--- src/serdes_quad_regs_pkg.sv ---
// Constants for the SERDES quad control and status register bank
package serdes_quad_regs_pkg;

   // ==========================================================
   // Bus geometry
   localparam int unsigned ADDR_W = 20;
   localparam int unsigned DATA_W = 32;

   // ==========================================================
   // Register indices and byte addresses (byte address = 4 * index)
   localparam logic [ADDR_W-1:0] XAUI_STAT_IDX  = 20'h30804;
   localparam logic [ADDR_W-1:0] CLK_CTRL_IDX   = 20'h30821;
   localparam logic [ADDR_W-1:0] CHAR_CTRL_IDX  = 20'h30830;
   localparam logic [ADDR_W-1:0] XAUI_STAT_ADDR = XAUI_STAT_IDX << 2;
   localparam logic [ADDR_W-1:0] CLK_CTRL_ADDR  = CLK_CTRL_IDX << 2;
   localparam logic [ADDR_W-1:0] CHAR_CTRL_ADDR = CHAR_CTRL_IDX << 2;

   // ==========================================================
   // Field positions
   localparam int unsigned BYPASS_BIT   = 0;
   localparam int unsigned RX_SEL_LSB   = 4;
   localparam int unsigned TX_SEL_LSB   = 6;
   localparam int unsigned CHAR_EN_BIT  = 4;
   localparam int unsigned CHAR_TX_BIT  = 5;
   localparam int unsigned CHAR_CH_LSB  = 6;

   // ==========================================================
   // Reset values and register masks
   localparam logic [7:0] CLK_CTRL_RST  = 8'h00;
   localparam logic [7:0] CHAR_CTRL_RST = 8'h00;
   localparam logic [7:0] XAUI_STAT_RST = 8'h00;
   localparam logic [7:0] CLK_CTRL_MASK  = 8'hf1;
   localparam logic [7:0] CHAR_CTRL_MASK = 8'hf0;

   // ==========================================================
   // Encodings
   localparam logic [1:0] REFCLK_A = 2'h0;
   localparam logic [1:0] REFCLK_B = 2'h2;
   localparam logic [1:0] REFCLK_C = 2'h1;
   localparam logic [1:0] REFCLK_D = 2'h3;

   typedef enum logic [1:0] {
      LINK_NO_SYNC  = 2'b00,
      LINK_NO_COMMA = 2'b01,
      LINK_SYNCED   = 2'b10,
      LINK_UNUSED   = 2'b11
   } link_state_t;

   // ==========================================================
   // Pin synchroniser
   localparam int unsigned PIN_W     = 14;
   localparam logic [PIN_W-1:0] PIN_RST = 14'h0000;
   localparam int unsigned LS_W      = 10;
   localparam int unsigned OBS_W     = 16;

endpackage

--- src/serdes_quad_ctrl_status_regs.sv ---
// APB register bank and characterization routing for a SERDES quad
//
// Local design decision: the APB slave port.
`timescale 1ns/100ps
`default_nettype none

module serdes_quad_ctrl_status_regs (
   input  wire logic        core_clk,
   input  wire logic        rst,
   // APB slave
   input  wire logic        psel,
   input  wire logic        penable,
   input  wire logic        pwrite,
   input  wire logic [19:0] paddr,
   input  wire logic [31:0] pwdata,
   input  wire logic [3:0]  pstrb,
   output logic             pready,
   output logic [31:0]      prdata,
   output logic             pslverr,
   // Quad controls
   output logic             alignmentFifoBypass,
   input  wire logic        xauiStateMachineSelect,
   input  wire logic [7:0]  xauiLinkStateIn,
   input  wire logic [3:0]  rxByteClockZero,
   input  wire logic [3:0]  txRefClockIn,
   output logic             sharedRxRefClockOut,
   output logic             sharedTxRefClockOut,
   // Characterization qualifiers (pins)
   input  wire logic [1:0]  testModeInputs,
   input  wire logic        fabricSpi4EnableInput,
   // Per-channel observation sources
   input  wire logic [3:0]  txByteClock,
   input  wire logic [3:0]  codeViolationFlag,
   input  wire logic [3:0]  byteSyncFlag,
   input  wire logic [3:0]  wordSyncFlag,
   input  wire logic [3:0]  rxByteClockOne,
   input  wire logic [39:0] lowSpeedRxData,
   // Data pins 20..35, index 0 is pin 20
   output logic [15:0]      hostIfDataPinsOut,
   output logic             hostIfDataPinsOeN,
   // Address pins 5..15
   input  wire logic [15:5] hostIfAddressPins,
   // Transmit low-speed path
   input  wire logic [3:0]  normTxByteClock,
   input  wire logic [39:0] normLowSpeedTxData,
   output logic [3:0]       txByteClockOut,
   output logic [39:0]      lowSpeedTxData
);

   // ==========================================================
   // Declarations
   logic [7:0]  clkCtrl_reg;
   logic [7:0]  charCtrl_reg;
   logic [7:0]  xaui_link_state_field_reg;
   logic [7:0]  xaui_link_state_field_next;
   logic [31:0] prdata_reg;
   logic        pslverr_reg;
   logic [31:0] rdata_next;
   logic        hit_next;
   logic        setupPhase;
   logic        wrAccess;
   logic [serdes_quad_regs_pkg::PIN_W-1:0] pinRaw;
   logic [serdes_quad_regs_pkg::PIN_W-1:0] syncS1_reg;
   logic [serdes_quad_regs_pkg::PIN_W-1:0] syncS2_reg;
   logic [serdes_quad_regs_pkg::PIN_W-1:0] syncS3_reg;
   logic [serdes_quad_regs_pkg::PIN_W-1:0] pinFilt_reg;
   logic [1:0]  testModeSync;
   logic        spi4EnSync;
   logic [10:0] addrPinSync;
   logic [1:0]  rxSel;
   logic [1:0]  txSel;
   logic [1:0]  charChan;
   logic        charEnable;
   logic        charTxDrive;
   logic        charActive;
   logic [9:0]  selRxData;
   logic [15:0] obsWord;
   logic [15:0] obsData_reg;
   logic        obsOeN_reg;
   logic [3:0]  txClk_reg;
   logic [39:0] txData_reg;

   assign rxSel       = clkCtrl_reg[serdes_quad_regs_pkg::RX_SEL_LSB +: 2];
   assign txSel       = clkCtrl_reg[serdes_quad_regs_pkg::TX_SEL_LSB +: 2];
   assign charEnable  = charCtrl_reg[serdes_quad_regs_pkg::CHAR_EN_BIT];
   assign charTxDrive = charCtrl_reg[serdes_quad_regs_pkg::CHAR_TX_BIT];
   assign charChan    = charCtrl_reg[serdes_quad_regs_pkg::CHAR_CH_LSB +: 2];

   // ==========================================================
   // APB slave
   assign setupPhase = psel && !penable;
   assign wrAccess   = psel && penable && pwrite && pstrb[0];
   assign pready     = 1'b1;
   assign prdata     = prdata_reg;
   assign pslverr    = pslverr_reg;

   always_comb begin
      rdata_next = 32'h0000_0000;
      hit_next   = 1'b1;
      case (paddr)
         serdes_quad_regs_pkg::XAUI_STAT_ADDR: begin
            rdata_next[7:0] = xaui_link_state_field_reg;
         end
         serdes_quad_regs_pkg::CLK_CTRL_ADDR: begin
            rdata_next[7:0] = clkCtrl_reg &
                              serdes_quad_regs_pkg::CLK_CTRL_MASK;
         end
         serdes_quad_regs_pkg::CHAR_CTRL_ADDR: begin
            rdata_next[7:0] = charCtrl_reg &
                              serdes_quad_regs_pkg::CHAR_CTRL_MASK;
         end
         default: begin
            hit_next = 1'b0;
         end
      endcase
   end

   always_ff @(posedge core_clk) begin
      if (rst) begin
         prdata_reg  <= 32'h0000_0000;
         pslverr_reg <= 1'b0;
      end else if (setupPhase) begin
         prdata_reg  <= pwrite ? 32'h0000_0000 : rdata_next;
         pslverr_reg <= !hit_next;
      end
   end

   // ==========================================================
   // Control registers
   always_ff @(posedge core_clk) begin
      if (rst) begin
         clkCtrl_reg <= serdes_quad_regs_pkg::CLK_CTRL_RST;
      end else if (wrAccess &&
                   paddr == serdes_quad_regs_pkg::CLK_CTRL_ADDR) begin
         clkCtrl_reg <= pwdata[7:0] & serdes_quad_regs_pkg::CLK_CTRL_MASK;
      end
   end

   always_ff @(posedge core_clk) begin
      if (rst) begin
         charCtrl_reg <= serdes_quad_regs_pkg::CHAR_CTRL_RST;
      end else if (wrAccess &&
                   paddr == serdes_quad_regs_pkg::CHAR_CTRL_ADDR) begin
         charCtrl_reg <= pwdata[7:0] &
                         serdes_quad_regs_pkg::CHAR_CTRL_MASK;
      end
   end

   assign alignmentFifoBypass =
      clkCtrl_reg[serdes_quad_regs_pkg::BYPASS_BIT];

   // ==========================================================
   // Shared reference clock selection
   always_comb begin
      case (rxSel)
         serdes_quad_regs_pkg::REFCLK_A:
            sharedRxRefClockOut = rxByteClockZero[0];
         serdes_quad_regs_pkg::REFCLK_B:
            sharedRxRefClockOut = rxByteClockZero[1];
         serdes_quad_regs_pkg::REFCLK_C:
            sharedRxRefClockOut = rxByteClockZero[2];
         serdes_quad_regs_pkg::REFCLK_D:
            sharedRxRefClockOut = rxByteClockZero[3];
         default: sharedRxRefClockOut = rxByteClockZero[0];
      endcase
   end

   always_comb begin
      case (txSel)
         serdes_quad_regs_pkg::REFCLK_A: sharedTxRefClockOut = txRefClockIn[0];
         serdes_quad_regs_pkg::REFCLK_B: sharedTxRefClockOut = txRefClockIn[1];
         serdes_quad_regs_pkg::REFCLK_C: sharedTxRefClockOut = txRefClockIn[2];
         serdes_quad_regs_pkg::REFCLK_D: sharedTxRefClockOut = txRefClockIn[3];
         default: sharedTxRefClockOut = txRefClockIn[0];
      endcase
   end

   // ==========================================================
   // Link status register
   always_comb begin
      xaui_link_state_field_next = serdes_quad_regs_pkg::XAUI_STAT_RST;
      for (int c = 0; c < 4; c++) begin
         if (xauiStateMachineSelect &&
             xauiLinkStateIn[2*c +: 2] !=
             serdes_quad_regs_pkg::LINK_UNUSED) begin
            xaui_link_state_field_next[2*c +: 2] = xauiLinkStateIn[2*c +: 2];
         end
      end
   end

   always_ff @(posedge core_clk) begin
      if (rst) begin
         xaui_link_state_field_reg <= serdes_quad_regs_pkg::XAUI_STAT_RST;
      end else begin
         xaui_link_state_field_reg <= xaui_link_state_field_next;
      end
   end

   // ==========================================================
   // Pin synchroniser, change taken when stages two and three agree
   assign pinRaw = {fabricSpi4EnableInput, testModeInputs, hostIfAddressPins};

   always_ff @(posedge core_clk) begin
      if (rst) begin
         syncS1_reg  <= serdes_quad_regs_pkg::PIN_RST;
         syncS2_reg  <= serdes_quad_regs_pkg::PIN_RST;
         syncS3_reg  <= serdes_quad_regs_pkg::PIN_RST;
         pinFilt_reg <= serdes_quad_regs_pkg::PIN_RST;
      end else begin
         syncS1_reg <= pinRaw;
         syncS2_reg <= syncS1_reg;
         syncS3_reg <= syncS2_reg;
         for (int b = 0; b < serdes_quad_regs_pkg::PIN_W; b++) begin
            if (syncS2_reg[b] == syncS3_reg[b]) begin
               pinFilt_reg[b] <= syncS3_reg[b];
            end
         end
      end
   end

   assign addrPinSync  = pinFilt_reg[10:0];
   assign testModeSync = pinFilt_reg[12:11];
   assign spi4EnSync   = pinFilt_reg[13];

   // ==========================================================
   // Characterization mode
   assign charActive = charEnable && testModeSync == 2'b00 &&
                       !spi4EnSync;

   assign selRxData = lowSpeedRxData[charChan*10 +: 10];

   always_comb begin
      obsWord[0] = txByteClock[charChan];
      obsWord[1] = codeViolationFlag[charChan];
      obsWord[2] = byteSyncFlag[charChan];
      obsWord[3] = wordSyncFlag[charChan];
      obsWord[4] = rxByteClockZero[charChan];
      obsWord[5] = rxByteClockOne[charChan];
      for (int i = 0; i < serdes_quad_regs_pkg::LS_W; i++) begin
         obsWord[6+i] = selRxData[9-i];
      end
   end

   always_ff @(posedge core_clk) begin
      if (rst) begin
         obsData_reg <= 16'h0000;
         obsOeN_reg  <= 1'b1;
      end else begin
         obsData_reg <= charActive ? obsWord : 16'h0000;
         obsOeN_reg  <= !charActive;
      end
   end

   assign hostIfDataPinsOut = obsData_reg;
   assign hostIfDataPinsOeN = obsOeN_reg;

   always_ff @(posedge core_clk) begin
      if (rst) begin
         txClk_reg  <= 4'h0;
         txData_reg <= 40'h00_0000_0000;
      end else begin
         txClk_reg  <= normTxByteClock;
         txData_reg <= normLowSpeedTxData;
         if (charActive && charTxDrive) begin
            txClk_reg[charChan]           <= addrPinSync[10];
            txData_reg[charChan*10 +: 10] <= addrPinSync[9:0];
         end
      end
   end

   assign txByteClockOut = txClk_reg;
   assign lowSpeedTxData = txData_reg;

   // ==========================================================
   // Assertions
   a_bypass_write: assert property (@(posedge core_clk)
      disable iff (rst)
      wrAccess && paddr == serdes_quad_regs_pkg::CLK_CTRL_ADDR
      |=> alignmentFifoBypass == $past(pwdata[0]))
      else $error("bypass bit did not follow write");

   a_rx_clock_pick: assert property (@(posedge core_clk)
      disable iff (rst)
      rxSel == 2'b10 |-> sharedRxRefClockOut == rxByteClockZero[1])
      else $error("rx clock select 10 did not pick channel B");

   a_tx_clock_pick: assert property (@(posedge core_clk)
      disable iff (rst)
      txSel == 2'b01 |-> sharedTxRefClockOut == txRefClockIn[2])
      else $error("tx clock select 01 did not pick channel C");

   a_char_gate: assert property (@(posedge core_clk) disable iff (rst)
      (testModeSync != 2'b00 || spi4EnSync) |=> hostIfDataPinsOeN)
      else $error("data pins driven while mode qualifiers fail");

   a_obs_bus: assert property (@(posedge core_clk) disable iff (rst)
      charActive && charChan == 2'b10
      |=> !hostIfDataPinsOeN
          && hostIfDataPinsOut[15] == $past(lowSpeedRxData[20])
          && hostIfDataPinsOut[1] == $past(codeViolationFlag[2]))
      else $error("observed channel C not on data pins");

   a_tx_override: assert property (@(posedge core_clk) disable iff (rst)
      charActive && charTxDrive && charChan == 2'b10
      |=> lowSpeedTxData[29:20] == $past(addrPinSync[9:0])
          && txByteClockOut[2] == $past(addrPinSync[10]))
      else $error("tx override from address pins missing");

   a_tx_normal: assert property (@(posedge core_clk) disable iff (rst)
      !charActive |=> lowSpeedTxData == $past(normLowSpeedTxData))
      else $error("tx data not from normal source");

   a_no_unused: assert property (@(posedge core_clk) disable iff (rst)
      xaui_link_state_field_reg[1:0] != 2'b11 && xaui_link_state_field_reg[3:2] != 2'b11 &&
      xaui_link_state_field_reg[5:4] != 2'b11 && xaui_link_state_field_reg[7:6] != 2'b11)
      else $error("unused link code reported");

   a_status_follow: assert property (@(posedge core_clk)
      disable iff (rst)
      xauiStateMachineSelect && xauiLinkStateIn[3:2] != 2'b11
      |=> xaui_link_state_field_reg[3:2] == $past(xauiLinkStateIn[3:2]))
      else $error("link status of channel B not reported");

   a_status_reset: assert property (@(posedge core_clk)
      $past(rst) |-> xaui_link_state_field_reg == 8'h00)
      else $error("link status not zero after reset");

   a_xaui_gate: assert property (@(posedge core_clk) disable iff (rst)
      !xauiStateMachineSelect |=> xaui_link_state_field_reg == 8'h00)
      else $error("link status reported outside Xaui_state_machine_select");

   a_reserved_zero: assert property (@(posedge core_clk)
      disable iff (rst)
      setupPhase && !pwrite && paddr == serdes_quad_regs_pkg::CLK_CTRL_ADDR
      |=> prdata[3:1] == 3'b000 && prdata[31:8] == 24'h000000)
      else $error("reserved control bits read nonzero");

endmodule

`default_nettype wire

--- config.mk ---
export PLATFORM = sky130hd
export DESIGN_NAME = serdes_quad_ctrl_status_regs
export DESIGN_NICKNAME = d
export VERILOG_FILES = /design/src/serdes_quad_regs_pkg.sv /design/src/serdes_quad_ctrl_status_regs.sv
export SDC_FILE = /design/constraint.sdc
export NUM_CORES = 1
export LEC_CHECK = 0
export BUFFER_PORTS_ARGS = -buffer_cell sky130_fd_sc_hd__clkbuf_2
export CAP_MARGIN = 10
export CORE_ASPECT_RATIO = 0.9
export CORE_MARGIN = 3
export CORE_UTILIZATION = 46
export DETAILED_ROUTE_END_ITERATION = 10
export PLACE_DENSITY = 0.9
export SLEW_MARGIN = 30
export SYNTH_ARGS = -nofsm -noshare
export SYNTH_HDL_FRONTEND = slang
export SYNTH_SLANG_ARGS = --single-unit
export TNS_END_PERCENT = 50
--- constraint.sdc ---
create_clock -name core_clk -period 3.05 [get_ports core_clk]
set_input_delay 0 -clock core_clk [delete_from_list [all_inputs] [get_ports core_clk]]
set_output_delay 0 -clock core_clk [all_outputs]
set_load 0.02 [all_outputs]
== After elaboration in Yosys (flattened, before gate mapping) ==
Index checks and enable logic that the tools add are counted.
Cells by class
  reduce and logical (&&, ||, !) cells: 27
  bitwise logic cells: 5
  div/mod/pow operators: 0
  $lt $le $gt $ge: 2
  multipliers: 1
  add/subtract/negate cells: 1
  equality and inequality tests: 27
  shift operators: 3
  muxes and demuxes: 23
Operator list (count)
  $eq A20 B20 Y1 const B: 3
  $bwmux W40: 1
  $mux W40: 1
  $shift A10 B34 Y40 const A: 1
  $shiftx A10 B34 Y40: 1
  $shiftx A40 B7 Y10: 1
  $neg A6 Y34: 1
  $pmux W8 S3: 1
  $eq A1 B1 Y1: 14
  $logic_and A1 B1 Y1: 14
  $bmux W1 S2: 6
  $reduce_or A2 Y1: 5
  $eq A2 B2 Y1 const B: 4
  $mux W1: 8
  $mux W8: 1
  $ne A2 B2 Y1 const B: 4
  $pmux W1 S4: 2
  $logic_not A2 Y1: 3
  $mul A2 B3 Y5 const B: 1
  $not A1 Y1: 5
  $bwmux W4: 1
  $eq A2 B1 Y1 const B: 2
  $logic_not A1 Y1: 4
  $mux W4: 1
  other kinds (4): 4
Word-level totals
  bits in latches: 0
  memories: 0
  word-level logic and storage cells: 118
  bits in writable memories: 0
  bits in registers: 167
  output and inout port bits: 98
  ROM bits: 0

== Depth between registers and ports, before layout ==
Gate-level depths: netlist of run 1.
  depth in word-level cells: 6
  mapped depth: 10
  gate-level depth less buffers: 6

== Worst setup path after synthesis of run 1 ==
OpenSTA, ideal clock, no wires.
  path type: flip-flop to flip-flop
  start point: reg charCtrl_reg[6]
  end point: reg txData_reg[6] (netlist: lowSpeedTxData[6])
  clock period less this slack: 2642 ps
  setup time: 71 ps
  path slack: 408 ps
  arrival: 2572 ps
  path buffers: 3
  cell stages (with the launch flop): 9
  path through: dfxtp_1 buf_2 buf_2 inv_1 ha_1 buf_2 or4b_2 or3_1 a21oi_1
On the way
  longest elaborated chain between the ends: 5
  elaborated cells on any way between the ends: 6
Ends and longest elaborated chain
  start: declaration: line serdes_quad_ctrl_status_regs.sv:53  | logic [7:0] charCtrl_reg;
  start signal: assignment: line serdes_quad_ctrl_status_regs.sv:141  | charCtrl_reg <= serdes_quad_regs_pkg::CHAR_CTRL_RST;
  start signal: assignment: line serdes_quad_ctrl_status_regs.sv:144  | charCtrl_reg <= pwdata[7:0] &
  $mul A2 B3 Y5 (*): line serdes_quad_ctrl_status_regs.sv:266  | txData_reg[charChan*10 +: 10] <= addrPinSync[9:0];
  $neg A6 Y34 (*): line serdes_quad_ctrl_status_regs.sv:266
  $shiftx A10 B34 Y40 or $shift A10 B34 Y40 (tied branches): line serdes_quad_ctrl_status_regs.sv:266
  $bwmux W40 (*): line serdes_quad_ctrl_status_regs.sv:266
  $mux W40 (*): line serdes_quad_ctrl_status_regs.sv:264  | if (charActive && charTxDrive) begin
  end signal: assignment: line serdes_quad_ctrl_status_regs.sv:263  | txData_reg <= normLowSpeedTxData;
  end signal: indexed assignment: line serdes_quad_ctrl_status_regs.sv:266
  end: declaration: line serdes_quad_ctrl_status_regs.sv:81  | logic [39:0] txData_reg;
Mark *: on every way between the ends. The rest lies on a longest branch, timed or not.
A chain may end at the register's enable or synchronous reset.

== Worst setup path in the final report of run 1 ==
  start point: reg charCtrl_reg[7]
  end point: reg txData_reg[33] (netlist: lowSpeedTxData[33])
Same word-level chain as after synthesis.

==> results.tsv, run 1 <==
stage	metric	value	unit
outcome	status	finished, final reports clean	
final_layout	Layout Cells excl Fill	1089	
timing	RSZ-0062 raised after global routing	false	
detailed_routing	Post-route DRC	0	
timing	Worst Tran Pin Value	786	ps
worst_setup_path	WP data required	3320	ps
worst_setup_path	crit path DAT	2760	ps
flow_run	max_cap viols	0	
power_and_ir_drop	Pwr Density	515	nW/um2
detailed_routing	drt pass-1 iters	6	
clocking	CTS sink count	143	
floorplan	Core ar.	12800	um2
floorplan	Row Count	39	
floorplan	Starting Density	47.2	%
clocking	TritonCTS Buffers	17	
worst_setup_path	CP Capture Point	lowSpeedTxData[33]	
logic_synthesis	Synth area leaders	dfxtp_1 47%, mux4_2 7.5%, nor2b_1 6.2%, a21oi_1 4.5%, buf_4 3.5%	
floorplan	I/O pin count	294	
power_and_ir_drop	leakage	0.00369	uW
detailed_routing	WL final	18200	um
worst_setup_path	RR Endpoint	lowSpeedTxData[33]	
worst_setup_path	Critical Path Start Type	flop	
clocking	Setup Buffers After CTS	0	
grt	GR Util All Layers	24.4	%
worst_setup_path	Reg-to-Reg Start	charCtrl_reg[7]	
logic_synthesis	post-synth cell types	56	
grt	first-pass GRT wire length	28000	um
clocking	Bufs on Longest Clock Path	2	
clocking	Clk pin slew, worst setup/hold paths	60	ps
timing	setup violators final	0	
clocking	H-tree depth	4	
grt	GR Overflow Total	0	
clocking	root buf cell	clkbuf_16	
logic_synthesis	yosys warns	0	
timing	pins over their slew limit	0	
final_layout	area growth from synthesis to layout	42.3	%
worst_setup_path	crit path capture type	flop	
final_layout	number of flip-flops in the largest register	40	
timing	Fin Setup TNS	0	ps
timing	Fin. Hold Viols	0	
grt	largest net degree at the start of global routing	70	
worst_setup_path	Worst Setup SP	charCtrl_reg[7]	
detailed_routing	via-per-instance ratio	5.25	
placement	placed insts	979	
logic_synthesis	top cell type's share of synthesized area	47.4	%
logic_synthesis	sequential-to-total area share from yosys stat	47.4	%
worst_setup_path	CP Class	flop to flop	
timing	Tmin final	2490	ps
power_and_ir_drop	combinational share of power	9.5	%
detailed_routing	Routed WL per cell	16.7	um
logic_synthesis	FFs w/ async S/R, synth	0	%
placement	HPWL after detailed placement	12700	um
final_layout	fin nets	1113	
grt	initial antenna violation count	1	
final_layout	layout cells sized above 1	33.5	%
floorplan	Die Y	115	um
detailed_routing	antenna-violating nets left	0	
logic_synthesis	Syn Area/Cell	9.97	um2
worst_setup_path	crit path max fanout	14	
clocking	CTS tree	built	
grt	vias in the first global route	5585	
placement	RePlAce Congestion	0.898	
logic_synthesis	EDFF count, synth	0	
clocking	latest clock arrival within the worst-skew pair	410	ps
timing	Relative slew margins	47.5	%
logic_synthesis	cells after synthesis	606	
power_and_ir_drop	power share of the clock group	46.5	%
floorplan	die area	14500	um2
timing	FMAX	402	MHz
power_and_ir_drop	worst vdd ir	378	uV
power_and_ir_drop	Internal	3450	uW
placement	# port buffers	238	
detailed_routing	Via Count	5719	
power_and_ir_drop	Sequential Power Share	44.0	%
detailed_routing	DR iter-0 viols	504	
timing	Clock Skews	6.74	ps
worst_setup_path	R2R Setup Slk	560	ps
hold_path	HP Class	primary input to flop	
logic_synthesis	Main synth FF type	dfxtp_1	
worst_setup_path	Reg2Reg Depth	8	
power_and_ir_drop	switching power of the nets	972	uW
timing	part of the cycle the worst path needs	81.6	%
hold_path	hold_sp	wordSyncFlag[0]	
logic_synthesis	#FFs+latches synth	143	
clocking	post-CTS resize count	0	
logic_synthesis	post-synth top area cell	dfxtp_1	
power_and_ir_drop	switching share of power	22.0	%
logic_synthesis	mapped cell area	6040	um2
floorplan	Die X	127	um
layer usage:
layer | vias to the layer above | GRT usage, % | wire length, um
met5 | - | 0 | 0
met4 | 0 | 13.2 | 731
met3 | 59 | 5.78 | 1300
met2 | 291 | 42.2 | 9110
met1 | 2643 | 28.1 | 7080
li1 | 2726 | - | -
worst min path at each step:
stage,endpoint,depth (start not counted)
detailed placement,xaui_link_state_field_reg[7],2
global placement,xaui_link_state_field_reg[2],2
finish,hostIfDataPinsOut[3],3
global route,hostIfDataPinsOut[8],3
floorplan,xaui_link_state_field_reg[0],1
CTS,hostIfDataPinsOut[3],3
layout make-up:
cell class              instances  area (um2)
inverters                       4        15.0
fillers                       969        4190
multi-input cells             419        2870
diodes                          2        5.00
clock buffers                  22         454
well taps                     164         205
repair buffers                326        2050
flip-flops and latches        143        2860
clock inverters                 9         135
cell families (layout without fill, tap and decap cells):
logic type | Yosys count | after routing | synth area share, %
buf+inv | 67 | 361 | 6.57
fa+ha+maj | 6 | 6 | 1.24
compound gates | 121 | 121 | 11.8
flops | 143 | 143 | 47.4
simple gates | 235 | 235 | 23.4
other cells | 2 | 27 | 0.124
mux | 32 | 32 | 9.45
cell usage after synthesis (3+ instances only):
| library cell | instances |
|---|---|
| buf_2 | 4 |
| mux2i_1 | 12 |
| o2bb2ai_1 | 10 |
| o21ai_0 | 21 |
| ha_1 | 6 |
| a21oi_1 | 54 |
| nor3_1 | 6 |
| nand4b_1 | 3 |
| inv_1 | 4 |
| nor2b_1 | 60 |
| clkbuf_1 | 26 |
| a22oi_1 | 6 |
| buf_4 | 28 |
| a211o_1 | 3 |
| nor3b_1 | 14 |
| nand2b_1 | 4 |
| o31ai_1 | 3 |
| nor2_1 | 17 |
| nand4_1 | 5 |
| nand2_1 | 47 |
| nand3b_1 | 13 |
| nand3_1 | 30 |
| and3_1 | 4 |
| mux4_2 | 20 |
| a31oi_1 | 4 |
| or4_4 | 3 |
| or3_1 | 4 |
| or4_1 | 3 |
| dfxtp_1 | 143 |
| o21ai_1 | 11 |
stage by stage:
stage,setup WS [ps],util (%),instance area [um2],power (uW),hold WS (ps)
3_3_place_gp,739,56.5,7230,2310,177
4_1_cts,609,67.2,8590,4440,7.88
3_5_place_dp,672,56.5,7230,2320,179
6_report,560,67.2,8590,4420,17.6
2_1_floorplan,408,-,6130,2180,75.8
5_1_grt,431,67.2,8590,4570,24.8
worst max-delay path, cell delays in order, from the launching register on:
cell	delay, ps
dfxtp_1	320
buf_4	190
inv_1	110
ha_1	400
buf_4	250
mux4_2	330
and2_0	170
a31oi_1	370
o21ai_0	200
power groups by stage:
stage	Combinational (uW)	Clock (uW)	Sequential, uW
3_5_place_dp	334	0	1990
6_report	420	2060	1950
4_1_cts	413	2080	1950
5_1_grt	453	2160	1950
2_1_floorplan	161	0	2020
3_3_place_gp	327	0	1980
cells in the final DEF (no fill, tap or decap), types with 10 or more instances in the layout:
cell | netlist | layout
clkbuf_16 | 0 | 17
nor2_1 | 17 | 17
nand3b_1 | 13 | 13
a21oi_1 | 54 | 54
buf_4 | 28 | 12
mux4_2 | 20 | 20
o21ai_1 | 11 | 11
nand2_1 | 47 | 47
clkbuf_2 | 0 | 237
nand3_1 | 30 | 30
nor3b_1 | 14 | 14
mux2i_1 | 12 | 12
o2bb2ai_1 | 10 | 10
dfxtp_1 | 143 | 142
o21ai_0 | 21 | 21
nor2b_1 | 60 | 60
conb_1 | 2 | 25
dlygate4sd3_1 | 0 | 77
timing repair:
action,in CTS,in global routing
hold buffers,77,0
endpoints found under the setup margin,0,0
endpoints found under the hold margin,77,0
Power figures use the tool's default switching activity.
==> inputs of run 2 (changes only) <==
Settings changed: ABC_AREA set to 1, CORE_UTILIZATION 46 to 47.
Clock period 3.05 ns to 2.6 ns, I/O delays scaled along.
==> results.tsv, run 2 <==
stage	metric	value	unit
floorplan	Starting Density	49.0	%
timing	Relative slew margins	37.1	%
outcome	status	finished, final reports clean	
power_and_ir_drop	worst vdd ir	453	uV
floorplan	Die X	128	um
final_layout	fin nets	1433	
timing	Clock Skews	7.38	ps
detailed_routing	via-per-instance ratio	5.18	
floorplan	I/O pin count	294	
worst_setup_path	Slowest cell on crit path	dlygate4sd3_1	
worst_setup_path	CP Capture Point	hostIfDataPinsOut[15]	
clocking	latest clock arrival within the worst-skew pair	410	ps
clocking	TritonCTS Buffers	17	
worst_setup_path	Reg-to-Reg Start	charCtrl_reg[6]	
logic_synthesis	Main synth FF type	dfxtp_1	
timing	Worst Tran Pin Value	943	ps
floorplan	Die Y	116	um
placement	RePlAce Congestion	0.936	
logic_synthesis	post-synth cell types	44	
grt	largest net degree at the start of global routing	96	
power_and_ir_drop	leakage	0.00445	uW
logic_synthesis	post-synth top area cell	dfxtp_1	
worst_setup_path	RR Endpoint	hostIfDataPinsOut[15]	
hold_path	HP Class	primary input to flop	
grt	GR Util All Layers	27.4	%
worst_setup_path	largest stage delay on the critical path	600	ps
worst_setup_path	R2R Setup Slk	140	ps
clocking	CTS tree	built	
worst_setup_path	crit path max fanout	32	
timing	Fin. Hold Viols	0	
grt	GR Overflow Total	0	
final_layout	area growth from synthesis to layout	48.3	%
placement	# port buffers	238	
flow_run	max_cap viols	0	
logic_synthesis	Synth area leaders	dfxtp_1 45%, nor2_1 10%, nand2_1 8.2%, a21oi_1 6.3%, o21ai_0 5.5%	
floorplan	Core ar.	12900	um2
detailed_routing	DR iter-0 viols	644	
clocking	CTS sink count	143	
logic_synthesis	mapped cell area	6340	um2
timing	RSZ-0062 raised after global routing	false	
logic_synthesis	FFs w/ async S/R, synth	0	%
logic_synthesis	most common cell in the netlist	nor2_1	
timing	Final WS setup	144	ps
logic_synthesis	EDFF count, synth	0	
logic_synthesis	Commonest cells post-synth	170 x nor2_1, 143 x dfxtp_1, 138 x nand2_1	
detailed_routing	drt pass-1 iters	7	
floorplan	die area	14900	um2
timing	FMAX	407	MHz
timing	Fin Setup TNS	0	ps
timing	setup violators final	0	
grt	first-pass GRT wire length	32700	um
final_layout	most common cell after layout, fill and taps aside	clkbuf_2	
detailed_routing	Via Count	7301	
clocking	Bufs on Longest Clock Path	2	
timing	Tmin final	2460	ps
final_layout	fill count	935	
worst_setup_path	Worst Setup SP	charCtrl_reg[6]	
worst_setup_path	Reg2Reg Depth	8	
logic_synthesis	#FFs+latches synth	143	
worst_setup_path	crit path DAT	2810	ps
clocking	H-tree depth	4	
detailed_routing	WL final	21100	um
logic_synthesis	sequential-to-total area share from yosys stat	45.2	%
grt	vias in the first global route	6834	
worst_setup_path	worst path cell trace	buf_6, buf_8, nor2_1, nor2_1, o21ai_0, dlygate4sd3_1, a21oi_1, dlygate4sd3_1	
final_layout	commonest non-fill, non-tap cells in the layout	237 x clkbuf_2, 170 x nor2_1, 142 x dfxtp_1	
timing	part of the cycle the worst path needs	94.4	%
logic_synthesis	yosys warns	0	
worst_setup_path	crit path capture type	flop	
logic_synthesis	top cell type's share of synthesized area	45.2	%
detailed_routing	antenna-violating nets left	0	
power_and_ir_drop	Pwr Density	563	nW/um2
floorplan	Row Count	39	
power_and_ir_drop	Power, Total	5290	uW
final_layout	layout cells sized above 1	24.0	%
detailed_routing	Routed WL per cell	15.0	um
worst_setup_path	WP data required	2960	ps
grt	initial antenna violation count	2	
placement	HPWL after detailed placement	13100	um
final_layout	number of flip-flops in the largest register	40	
timing	pins over their slew limit	0	
worst_setup_path	CP Class	flop to flop	
worst_setup_path	Critical Path Start Type	flop	
clocking	Clk pin slew, worst setup/hold paths	60	ps
clocking	root buf cell	clkbuf_16	
logic_synthesis	Syn Area/Cell	7.19	um2
detailed_routing	Post-route DRC	0	
placement	pre-CTS setup slack	493	ps
logic_synthesis	cells after synthesis	882	
-- run 2: cell type report --
type | instances | area [um2] | share of cell area, %
Clock buffer | 21 | 470 | 5.01
Tap cell | 164 | 205 | 2.18
Antenna cell | 2 | 5.00 | 0.0533
Multi-Input combinational cell | 607 | 2850 | 30.3
Clock inverter | 10 | 135 | 1.44
Timing Repair Buffer | 375 | 2540 | 27.0
Sequential cell | 143 | 2860 | 30.5
Inverter | 87 | 328 | 3.49
-- run 2: through the flow --
stage / instance area [um2] / util (%) / hold slack [ps] / instances
global route: 9400 / 72.7 / 49.3 / 1409
finish: 9400 / 72.7 / 16.2 / 1409
global placement: 7530 / 58.3 / 176 / 1252
floorplan: 6420 / - / 76.1 / 905
CTS: 9380 / 72.5 / 1.95 / 1407
detailed placement: 7530 / 58.3 / 181 / 1252
-- run 2: power by group --
part	switching, uW	internal (uW)
Clock	897	1580
Sequential	24.5	2260
Combinational	273	259
Total	1190	4100
-- run 2: repair_timing --
action                                  CTS  global route
hold buffers                            124             0
setup buffers                             0             0
resized for setup                         0             3
hold endpoints to repair                 95             0
endpoints found under the setup margin    0             8
-- run 2: how the worst min path moves through the flow --
stage / startpoint / endpoint / slack, ps / cells past startpoint
floorplan: xauiLinkStateIn[1] / xaui_link_state_field_reg[0] / 80 / 1
global placement: xauiLinkStateIn[3] / xaui_link_state_field_reg[2] / 180 / 2
detailed placement: xauiLinkStateIn[2] / xaui_link_state_field_reg[3] / 180 / 2
CTS: txByteClock[2] / hostIfDataPinsOut[0] / 2 / 5
global route: xauiStateMachineSelect / xaui_link_state_field_reg[7] / 50 / 3
finish: txByteClock[2] / hostIfDataPinsOut[0] / 20 / 5
-- run 2: kinds of logic (layout without fill, tap and decap cells) --
family                   after synthesis  in the layout  share of synthesized area [%]
AO/OA/AOI/OAI                        179            179                           15.2
adder cells (fa/ha/maj)                6              6                           1.18
buffers and inverters                155            493                           11.2
flip-flops                           143            143                           45.2
other                                  2             27                          0.119
AND/OR/NAND/NOR                      397            397                           27.1
-- run 2: routing by layer --
layer / track usage (%) / routed length [um] / vias up
li1: - / - / 3510
met1: 32.5 / 8260 / 3263
met2: 45.7 / 10000 / 437
met3: 6.90 / 1840 / 91
met4: 15.6 / 945 / 0
met5: 0 / 0 / -
-- run 2: worst max-delay path: cells and delay by family, from the launching register on --
| kind | cells | cell delay (ps) |
|---|---|---|
| compound gates | 2 | 240 |
| buf+inv | 4 | 1650 |
| simple gates | 2 | 160 |
| flops | 1 | 340 |
==> inputs of run 3 (changes only) <==
Settings changed: CORE_ASPECT_RATIO 0.9 to 1.4, CORE_UTILIZATION 47 to 45, PLACE_DENSITY 0.9 to 0.88.
==> results.tsv, run 3 (synthesis results as in run 2) <==
stage	metric	value	unit
outcome	status	finished, final reports clean	
placement	Area after DPL	7550	um2
clocking	TritonCTS Buffers	17	
final_layout	n_diodes	0	
timing	pins over their slew limit	0	
worst_setup_path	crit path capture type	flop	
worst_setup_path	R2R Setup Slk	100	ps
grt	largest net degree at the start of global routing	96	
detailed_routing	antenna-violating nets left	0	
placement	HPWL after detailed placement	13100	um
final_layout	Final Core Density	70.1	%
final_layout	fill count	1050	
timing	Final WS setup	96.0	ps
detailed_routing	drt pass-1 iters	5	
timing	FMAX	399	MHz
floorplan	Die X	106	um
grt	vias in the first global route	7119	
final_layout	layout cells sized above 1	24.0	%
timing	Fin. Hold Viols	0	
grt	initial antenna violation count	0	
hold_path	HP Class	primary input to flop	
floorplan	die area	15600	um2
clocking	CTS sink count	143	
detailed_routing	WL final	21100	um
final_layout	most common cell after layout, fill and taps aside	clkbuf_2	
timing	RSZ-0062 raised after global routing	false	
clocking	Setup Buffers After CTS	0	
timing	setup violators final	0	
floorplan	Row Count	50	
worst_setup_path	crit path max fanout	36	
timing	Relative slew margins	44.5	%
worst_setup_path	CP Class	flop to flop	
detailed_routing	via-per-instance ratio	5.00	
detailed_routing	DR iter-0 viols	464	
grt	first-pass GRT wire length	33700	um
clocking	Bufs on Longest Clock Path	2	
clocking	root buf cell	clkbuf_16	
power_and_ir_drop	Pwr Density	564	nW/um2
floorplan	I/O pin count	294	
clocking	H-tree depth	4	
floorplan	Starting Density	46.7	%
timing	Fin Setup TNS	0	ps
detailed_routing	Post-route DRC	0	
placement	pre-CTS setup slack	526	ps
clocking	latest clock arrival within the worst-skew pair	410	ps
timing	Worst Tran Pin Value	830	ps
floorplan	Die Y	146	um
worst_setup_path	crit path DAT	2850	ps
grt	GR Overflow Total	0	
final_layout	commonest non-fill, non-tap cells in the layout	237 x clkbuf_2, 170 x nor2_1, 142 x dfxtp_1	
timing	Tmin final	2500	ps
detailed_routing	Via Count	7160	
timing	part of the cycle the worst path needs	96.3	%
timing	WHS	83.5	ps
floorplan	Core ar.	13600	um2
power_and_ir_drop	leakage	0.00449	uW
final_layout	final instance area	9510	um2
worst_setup_path	WP data required	2950	ps
flow_run	max_cap viols	0	
power_and_ir_drop	worst vdd ir	477	uV
detailed_routing	Routed WL per cell	14.7	um
worst_setup_path	Critical Path Start Type	flop	
final_layout	fin nets	1439	
final_layout	number of flip-flops in the largest register	40	
final_layout	area growth from synthesis to layout	50.1	%
placement	# port buffers	238	
clocking	CTS tree	built	
grt	GR Util All Layers	26.6	%
placement	RePlAce Congestion	0.955	
clocking	Clk pin slew, worst setup/hold paths	60	ps
timing	Clock Skews	8.62	ps
==> run 3: timing repair <==
item                       4_1_cts  5_1_grt
setup endpoints to repair        0       15
hold buffers                   130        0
gates resized for setup          0        4
hold endpoints to repair        95        0
==> run 3: path summary, 6_finish.rpt <==
check | start | to | depth (start not counted)
worst max-delay path | charCtrl_reg[6] | hostIfDataPinsOut[1] | 8
worst min-delay path | rst | lowSpeedTxData[16] | 3
worst max register to register | charCtrl_reg[6] | hostIfDataPinsOut[1] | 8
worst min register to register | syncS1_reg[5] | syncS2_reg[5] | 2
==> run 3: report_power, final <==
group	internal, uW	switching [uW]	total [uW]
clock network	1560	989	2540
registers	2260	24.3	2280
logic	263	271	534
total	4080	1280	5360
==> run 3: layout make-up <==
| type | count | area, um2 | share of cell area, % |
|---|---|---|---|
| timing repair buffer | 381 | 2630 | 27.6 |
| multi-input combinational | 607 | 2850 | 29.9 |
| tap | 182 | 228 | 2.39 |
| clock inverter | 14 | 180 | 1.89 |
| clock buffer | 18 | 439 | 4.62 |
| inverter | 87 | 328 | 3.45 |
| sequential | 143 | 2860 | 30.1 |
==> run 3: critical path: stages (launching register included) <==
cell           delay, ps
dfxtp_2              340
buf_6                180
buf_12               220
nor2_1                90
nor2_1               120
o21ai_0              130
dlygate4sd3_1        590
a21oi_1              140
dlygate4sd3_1        620
==> run 3: per-layer routing <==
metal | GRT usage (%) | wire [um] | up-vias | share of wire, %
li1 | - | - | 3513 | -
met1 | 29.5 | 7910 | 3216 | 38
met2 | 48.4 | 10800 | 369 | 51
met3 | 5.31 | 1650 | 62 | 7.8
met4 | 12.1 | 740 | 0 | 3.5
met5 | 0 | 0 | - | 0
==> run 3: stage by stage <==
stage               instances  total power [uW]
floorplan                 905              2560
global placement         1269              2720
detailed placement       1269              2730
CTS                      1431              5390
global route             1432              5550
finish                   1432              5360
